**config.mk**
```make
export PLATFORM = sky130hd
export DESIGN_NAME = i2c_register_access_slave
export DESIGN_NICKNAME = d
export VERILOG_FILES = /design/src/hdl/i2c_slave_pkg.sv /design/src/hdl/i2c_line_sampler.sv /design/src/hdl/i2c_register_access_slave.sv
export SDC_FILE = /design/constraint.sdc
export NUM_CORES = 1
export LEC_CHECK = 0
export ABC_CLOCK_PERIOD_IN_PS = 3090
export CAP_MARGIN = 20
export CORE_MARGIN = 2
export CORE_UTILIZATION = 65
export DETAILED_ROUTE_END_ITERATION = 10
export DONT_BUFFER_PORTS = 1
export PLACE_DENSITY_LB_ADDON = 0.05
export SYNTH_ARGS = -nofsm -noshare
export SYNTH_HDL_FRONTEND = slang
export SYNTH_HIERARCHICAL = 1
export SYNTH_SLANG_ARGS = --single-unit
export TNS_END_PERCENT = 20
```
**constraint.sdc**
```tcl
create_clock -name sys_clk -period 3.09 [get_ports sys_clk]
set_input_delay 0.309 -clock sys_clk [delete_from_list [all_inputs] [get_ports sys_clk]]
set_output_delay 0.309 -clock sys_clk [all_outputs]
set_load 0.01 [all_outputs]
```
**src/hdl/i2c_slave_pkg.sv**
```systemverilog
// constants shared by the register-access i2c slave
`default_nettype none
package i2c_slave_pkg;
    localparam logic [4:0] SLAVE_ADDR_HI   = 5'h0B;   // fixed upper five address bits
    localparam int         REG_ADDR_W      = 8;
    localparam int         DATA_W          = 8;
    localparam logic [7:0] REG_LAST_VALID  = 8'h1F;   // highest valid register index
    localparam logic [7:0] REG_FIFO_DATA   = 8'h00;   // pointer does not advance here
    localparam logic [3:0] BIT_COUNT_LAST  = 4'h8;    // count after the eighth clock rise
    localparam logic [7:0] REG_RESET_VALUE = 8'h00;
endpackage
`default_nettype wire

```
**src/hdl/i2c_line_sampler.sv**
```systemverilog
// registers scl/sda once and reports clock edges, start and stop conditions
`timescale 1ns/1ps
`default_nettype none
module i2c_line_sampler
(
    // clock and reset
    input  wire logic sys_clk,
    input  wire logic sys_rst,
    // raw bus levels
    input  wire logic scl_in,
    input  wire logic sda_in,
    // decoded events
    output logic      scl_rise,
    output logic      scl_fall,
    output logic      start_det,
    output logic      stop_det,
    output logic      sda_level
);
    logic scl_q;
    logic sda_q;

    always_ff @(posedge sys_clk)
    begin
        if (sys_rst)
        begin
            scl_q <= 1'b1;
            sda_q <= 1'b1;
        end
        else
        begin
            scl_q <= scl_in;
            sda_q <= sda_in;
        end
    end

    assign scl_rise  = scl_in & ~scl_q;
    assign scl_fall  = ~scl_in & scl_q;
    // sda moving while scl holds high marks a bus condition, not data
    assign start_det = scl_in & scl_q & sda_q & ~sda_in;
    assign stop_det  = scl_in & scl_q & ~sda_q & sda_in;
    assign sda_level = sda_in;
endmodule
`default_nettype wire

```
**src/hdl/i2c_register_access_slave.sv**
```systemverilog
// i2c slave giving a host byte access to an internal register file
// Operation
// - device acknowledges after an address byte that matches it; a read address only after a valid register address
// - register address acknowledged only if valid, otherwise not-acknowledged
// - single write: one or two data bytes, each acknowledged, then STOP
// - burst write: N data bytes, each acknowledged, then STOP
// - after read address ack, device shifts out eight register bits
// - burst read: device sends bytes while master acknowledges each
// - the receiving side acknowledges each accepted byte; the master nacks the last byte of a read
// - ack: sda low before ninth clock rise, held through its high phase
// - nack: sda released high for the whole ninth clock
// - address is five fixed bits plus two address-select pins
// - sda stable while scl high; changes there are START or STOP
`timescale 1ns/1ps
`default_nettype none
module i2c_register_access_slave
    import i2c_slave_pkg::*;
#(
    parameter int NUM_REGS = 32
)
(
    // clock and reset
    input  wire logic       sys_clk,
    input  wire logic       sys_rst,
    // i2c bus, open drain
    input  wire logic       scl_in,
    input  wire logic       sda_in,
    output logic            sda_out,
    output logic            sda_oe,
    // address straps
    input  wire logic       addr_select_hi_pin,
    input  wire logic       addr_select_lo_pin,
    // register file user side
    input  wire logic [7:0] reg_rd_data,
    output logic [7:0]      reg_index,
    output logic [7:0]      reg_wr_data,
    output logic            reg_wr_stb,
    output logic            reg_rd_stb
);
    typedef enum logic [2:0] {
        ST_IDLE    = 3'b000,
        ST_DEVADDR = 3'b001,
        ST_REGADDR = 3'b010,
        ST_WDATA   = 3'b011,
        ST_RDATA   = 3'b100,
        ST_ACK_TX  = 3'b101,
        ST_ACK_RX  = 3'b110
    } state_t;

    state_t     state_q;
    state_t     after_ack_q;
    logic [3:0] bit_cnt_q;
    logic [7:0] shift_q;
    logic [7:0] ptr_q;
    logic       ack_ok_q;
    logic       sda_oe_q;
    logic [7:0] wr_data_q;
    logic       wr_stb_q;
    logic       rd_stb_q;
    logic       ptr_valid_q;
    logic       scl_rise;
    logic       scl_fall;
    logic       start_det;
    logic       stop_det;
    logic       sda_level;

    function automatic logic [7:0] next_ptr(input logic [7:0] p);
        // fifo data register keeps its index so blocks stream through it
        next_ptr = (p == REG_FIFO_DATA) ? p : p + 8'h01;
    endfunction

    function automatic logic reg_valid(input logic [7:0] a);
        reg_valid = (a <= REG_LAST_VALID) && (a < 8'(NUM_REGS));
    endfunction

    i2c_line_sampler u_sampler
    (
        .sys_clk   (sys_clk),
        .sys_rst   (sys_rst),
        .scl_in    (scl_in),
        .sda_in    (sda_in),
        .scl_rise  (scl_rise),
        .scl_fall  (scl_fall),
        .start_det (start_det),
        .stop_det  (stop_det),
        .sda_level (sda_level)
    );

    // bit sampling, byte framing and protocol state
    always_ff @(posedge sys_clk)
    begin
        if (sys_rst)
        begin
            state_q     <= ST_IDLE;
            after_ack_q <= ST_IDLE;
            bit_cnt_q   <= 4'h0;
            shift_q     <= 8'h00;
            ack_ok_q    <= 1'b0;
            ptr_valid_q <= 1'b0;
        end
        else if (start_det)
        begin
            // start or repeated start always reframes onto the address byte
            state_q   <= ST_DEVADDR;
            bit_cnt_q <= 4'h0;
        end
        else if (stop_det)
        begin
            state_q     <= ST_IDLE;
            ptr_valid_q <= 1'b0;
        end
        else
        begin
            unique case (state_q)
                ST_IDLE:
                begin
                    bit_cnt_q <= 4'h0;
                end
                ST_DEVADDR, ST_REGADDR, ST_WDATA:
                begin
                    if (scl_rise)
                    begin
                        shift_q   <= {shift_q[6:0], sda_level};
                        bit_cnt_q <= bit_cnt_q + 4'h1;
                    end
                    else if (scl_fall && bit_cnt_q == BIT_COUNT_LAST)
                    begin
                        bit_cnt_q <= 4'h0;
                        if (state_q == ST_DEVADDR)
                        begin
                            if (shift_q[0] && ptr_valid_q)
                                after_ack_q <= ST_RDATA;
                            else if (shift_q[0])
                                after_ack_q <= ST_IDLE;
                            else
                                after_ack_q <= ST_REGADDR;
                            ack_ok_q <= (shift_q[7:1] ==
                                {SLAVE_ADDR_HI, addr_select_hi_pin,
                                 addr_select_lo_pin}) &&
                                (!shift_q[0] || ptr_valid_q);
                        end
                        else if (state_q == ST_REGADDR)
                        begin
                            ack_ok_q    <= reg_valid(shift_q);
                            ptr_valid_q <= reg_valid(shift_q);
                            after_ack_q <= ST_WDATA;
                        end
                        else
                        begin
                            ack_ok_q    <= 1'b1;
                            after_ack_q <= ST_WDATA;
                        end
                        state_q <= ST_ACK_TX;
                    end
                end
                ST_ACK_TX:
                begin
                    // ack bit is held from this fall until the ninth clock falls
                    if (scl_fall)
                    begin
                        state_q   <= ack_ok_q ? after_ack_q : ST_IDLE;
                        bit_cnt_q <= 4'h0;
                    end
                end
                ST_RDATA:
                begin
                    if (scl_fall)
                    begin
                        bit_cnt_q <= bit_cnt_q + 4'h1;
                        if (bit_cnt_q == 4'h7)
                            state_q <= ST_ACK_RX;
                    end
                end
                ST_ACK_RX:
                begin
                    if (scl_rise)
                        ack_ok_q <= ~sda_level;
                    else if (scl_fall)
                    begin
                        bit_cnt_q <= 4'h0;
                        // a nack from the master ends the read
                        state_q <= ack_ok_q ? ST_RDATA : ST_IDLE;
                    end
                end
                default:
                begin
                    state_q <= ST_IDLE;
                end
            endcase
        end
    end

    // register pointer and register-file strobes
    always_ff @(posedge sys_clk)
    begin
        if (sys_rst)
        begin
            ptr_q     <= REG_RESET_VALUE;
            wr_data_q <= 8'h00;
            wr_stb_q  <= 1'b0;
            rd_stb_q  <= 1'b0;
        end
        else
        begin
            wr_stb_q <= 1'b0;
            rd_stb_q <= 1'b0;
            if (!start_det && !stop_det && scl_fall)
            begin
                if (state_q == ST_REGADDR && bit_cnt_q == BIT_COUNT_LAST)
                    ptr_q <= shift_q;
                // a burst running past the last register is acked but not stored
                else if (state_q == ST_WDATA && bit_cnt_q == BIT_COUNT_LAST
                         && ptr_valid_q && reg_valid(ptr_q))
                begin
                    wr_data_q <= shift_q;
                    wr_stb_q  <= 1'b1;
                end
                else if (state_q == ST_ACK_TX && after_ack_q == ST_RDATA && ack_ok_q)
                    rd_stb_q <= 1'b1;
                else if (state_q == ST_ACK_RX && ack_ok_q)
                begin
                    ptr_q    <= next_ptr(ptr_q);
                    rd_stb_q <= 1'b1;
                end
            end
            if (wr_stb_q)
                ptr_q <= next_ptr(ptr_q);
        end
    end

    // drive the ack and read bits onto sda; read data settles one cycle after the strobe
    always_ff @(posedge sys_clk)
    begin
        if (sys_rst)
            sda_oe_q <= 1'b0;
        else if (start_det || stop_det)
            sda_oe_q <= 1'b0;
        else if (state_q == ST_ACK_TX)
            sda_oe_q <= ack_ok_q;
        else if (state_q == ST_RDATA)
            sda_oe_q <= ~reg_rd_data[3'(7 - bit_cnt_q[2:0])];
        else
            sda_oe_q <= 1'b0;
    end

    assign sda_out     = 1'b0;
    assign sda_oe      = sda_oe_q;
    assign reg_index   = ptr_q;
    assign reg_wr_data = wr_data_q;
    assign reg_wr_stb  = wr_stb_q;
    assign reg_rd_stb  = rd_stb_q;
endmodule
`default_nettype wire

```
==> impl_metrics.py <==
metrics = {
    "synthesis": {
        "seq_area_frac_synth_pct": 36.0,
        "avgSynthCellArea_sq_um": 8.71,
        "synth_cells": 262,
        "synthArstFlopShare_pct": 0,
        "ys_ff_latch": 41,
        "yosys_warnings": 6,
        "ys_types": 60,
        "synth_edf_count": 0,
        "syn_nets": 280,
        "synth_area_sq_um": 2280,
        "ys.flop_type": "dfxtp_1",
    },
    "routing": {
        "route.detailed.drc": 0,
        "drt_first_iter_violations": 176,
        "postRouteAntennaNets": 0,
        "via_per_inst": 6.48,
        "vias": 1990,
        "wl_per_cell_um": 16.6,
        "drt-pass1-iter-count": 4,
        "routed_wl_mm": 5.09,
    },
    "global_route": {
        "grt_max_degree": 36,
        "grt_usage_pct": 26.3,
        "grt-ovfl-total": 0,
        "grt_pass1_vias": 1787,
        "grt_pass1_wl_mm": 8.46,
        "antenna_found_initial": 0,
    },
    "clock_tree": {
        "cts_sinks": 41,
        "ctsRootBufferMaster": "clkbuf_4",
        "clockBufferDepth": 2,
        "clkTransAtPathRegs_ns": 0.13,
        "cts_htree_levels": 2,
        "clk_latency_ns": 0.36,
        "cts_tree": "done",
        "post_cts_resized": 0,
        "cts_made_buffers": 5,
        "post_cts_buffers": 0,
    },
    "place": {
        "dpl.hpwl_mm": 3.57,
        "portBuffers": 0,
        "place.gp.congestion": 0.965,
    },
    "worst_setup_path": {
        "setup.worst_path.class": "reg -> reg",
        "regToRegSetupSlack_ns": 0.66,
        "arrival_ns": 2.68,
        "end_kind": "flip-flop",
        "worstPathRequired_ns": 3.33,
        "startpoint_type": "flip-flop",
        "cp_max_fo": 6,
    },
    "power": {
        "pwr-share-comb_pct": 4.2,
        "power_switching_mw": 0.217,
        "p_sw_share_pct": 21.3,
        "irDropWorstVdd_mv": 0.462,
        "leakagePower_nw": 0.826,
        "clkPwrFrac_pct": 43.4,
        "seqPwrFrac_pct": 52.4,
        "power_density_nw_per_um2": 422,
        "p_int_mw": 0.802,
    },
    "worst_hold_path": {
        "worst_hold_path_type": "in -> reg",
    },
    "job": {
        "cap_violations": 0,
    },
    "floorplan": {
        "die_h_um": 63.3,
        "rows": 21,
        "num_io_pins": 34,
        "die_area_sq_um": 4000,
        "initial_core_util_pct": 67.9,
        "core_sq_um": 3360,
        "die_x_um": 63.3,
    },
    "sta": {
        "rsz0062_at_grt": "no",
        "worstMarginPinSlew_ns": 0.951,
        "slew_headroom_pct": 34.9,
        "maxSlewViolCount": 0,
        "fmaxAchievable_ghz": 0.411,
        "min_period_ns": 2.43,
        "clock-skew-final_ns": 0.00793,
        "setup_tns_ns": 0,
        "min_period_over_period_pct": 78.8,
        "hold_violations": 0,
        "final-setup-viol-count": 0,
    },
    "final_layout": {
        "drive_gt1_share_pct": 8.81,
        "final_nets": 278,
        "syn_to_final_growth_pct": 5.70,
        "antennaDiodeCount": 0,
        "mostFrequentLayoutCells": "41 x dfxtp_1, 33 x nor2_1, 17 x mux2i_1",
        "final_common_cell": "dfxtp_1",
        "final_core_util_pct": 71.7,
    },
    "outcome": {
        "outcome": "complete, no violations",
    },
}
-- power groups by stage --
stage / Clock (mW) / Combinational, mW / Sequential (mW)
6_report: 0.443 / 0.0425 / 0.534
5_1_grt: 0.467 / 0.0469 / 0.534
4_1_cts: 0.449 / 0.0371 / 0.534
3_5_place_dp: 0 / 0.0348 / 0.546
3_3_place_gp: 0 / 0.0344 / 0.545
2_1_floorplan: 0 / 0.0378 / 0.544
-- final timing paths --
| check | startpoint | end | cells after the start |
|---|---|---|---|
| worst max-delay path | bit_cnt_q[0]$_SDFFE_PP0P_ | bit_cnt_q[2]$_SDFFE_PP0P_ | 7 |
| worst min register to register | after_ack_q[2]$_SDFFE_PP0P_ | after_ack_q[2]$_SDFFE_PP0P_ | 2 |
| worst min-delay path | sys_rst | reg_index[4]$_SDFFE_PP0P_ | 1 |
| worst max register to register | bit_cnt_q[0]$_SDFFE_PP0P_ | bit_cnt_q[2]$_SDFFE_PP0P_ | 7 |
-- cell usage after synthesis (all sizes together), types with 4 or more instances --
master / n / share of area, %
nand2: 13 / 2.1
nor4: 5 / 1.9
buf: 4 / 1.4
or3: 4 / 1.3
xnor2: 5 / 1.9
nand2b: 8 / 2.3
inv: 8 / 1.3
a21oi: 13 / 2.9
nor3: 9 / 2.0
ha: 4 / 2.2
a311oi: 4 / 1.5
a21o: 4 / 1.4
nand3: 7 / 1.5
dfxtp: 41 / 36
o21ai: 9 / 2.0
nor2: 34 / 5.7
nand4: 5 / 1.4
a211oi: 7 / 2.3
clkbuf: 8 / 1.3
nor2b: 6 / 1.6
mux2i: 17 / 7.5
and4b: 4 / 1.8
-- metal layers --
metal | wire (um) | vias up | global-route usage [%]
li1 | - | 967 | -
met1 | 2350 | 943 | 36.5
met2 | 2360 | 75 | 41.0
met3 | 346 | 5 | 6.79
met4 | 36 | 0 | 7.07
met5 | 0 | - | 0
-- cell type report --
type                    count  area, sq um
inverters                   9         33.8
well taps                  46         57.6
clock inverters             3         68.8
multi-input cells         200         1370
flip-flops and latches     41          821
repair buffers              3         27.5
clock buffers               5         37.5
fillers                   279          951
-- per-stage QoR --
step	cells	power (mW)	cell area, sq um	hold slack (ns)	setup WS, ns
2_1_floorplan	262	0.582	2280	0.406	0.983
3_3_place_gp	297	0.580	2290	0.385	0.741
3_5_place_dp	297	0.580	2290	0.386	0.702
4_1_cts	306	1.02	2400	0.000262	0.675
5_1_grt	307	1.05	2410	0.00584	0.498
6_report	307	1.02	2410	0.0226	0.655
-- sequential cells by signal, indices dropped and copies added (netlist names) --
register	cells
reg_index	8
ack_ok_q	1
reg_rd_stb	1
state_q	3
sda_oe	1
reg_wr_stb	1
after_ack_q	3
ptr_valid_q	1
reg_wr_data	8
shift_q	8
bit_cnt_q	4
u_sampler/sda_q	1
u_sampler/scl_q	1
-- cells by family (layout without fill, tap and decap cells) --
| group | count (synthesis) | after routing | synth area share (%) |
|---|---|---|---|
| AO/OA/AOI/OAI | 61 | 61 | 18.6 |
| XOR/XNOR | 5 | 5 | 1.92 |
| adder cells (fa/ha/maj) | 4 | 4 | 2.19 |
| buffers and inverters | 21 | 20 | 4.17 |
| flip-flops | 41 | 41 | 36.0 |
| multiplexers | 20 | 20 | 9.92 |
| other | 1 | 1 | 0.164 |
| AND/OR/NAND/NOR | 109 | 109 | 27.1 |
-- critical path, cell delays in order, from the launching register on --
cell	delay (ns)
dfxtp_1	0.49
inv_1	0.08
ha_1	0.24
and3b_2	0.25
a2111oi_0	0.87
nor3b_1	0.16
xnor2_1	0.18
nor2_1	0.06
-- repair_timing --
item | 4_1_cts | 5_1_grt
endpoints found under the setup margin | 0 | 0
hold endpoints to repair | 6 | 19
hold buffers | 1 | 1
Power figures use the tool's default switching activity.
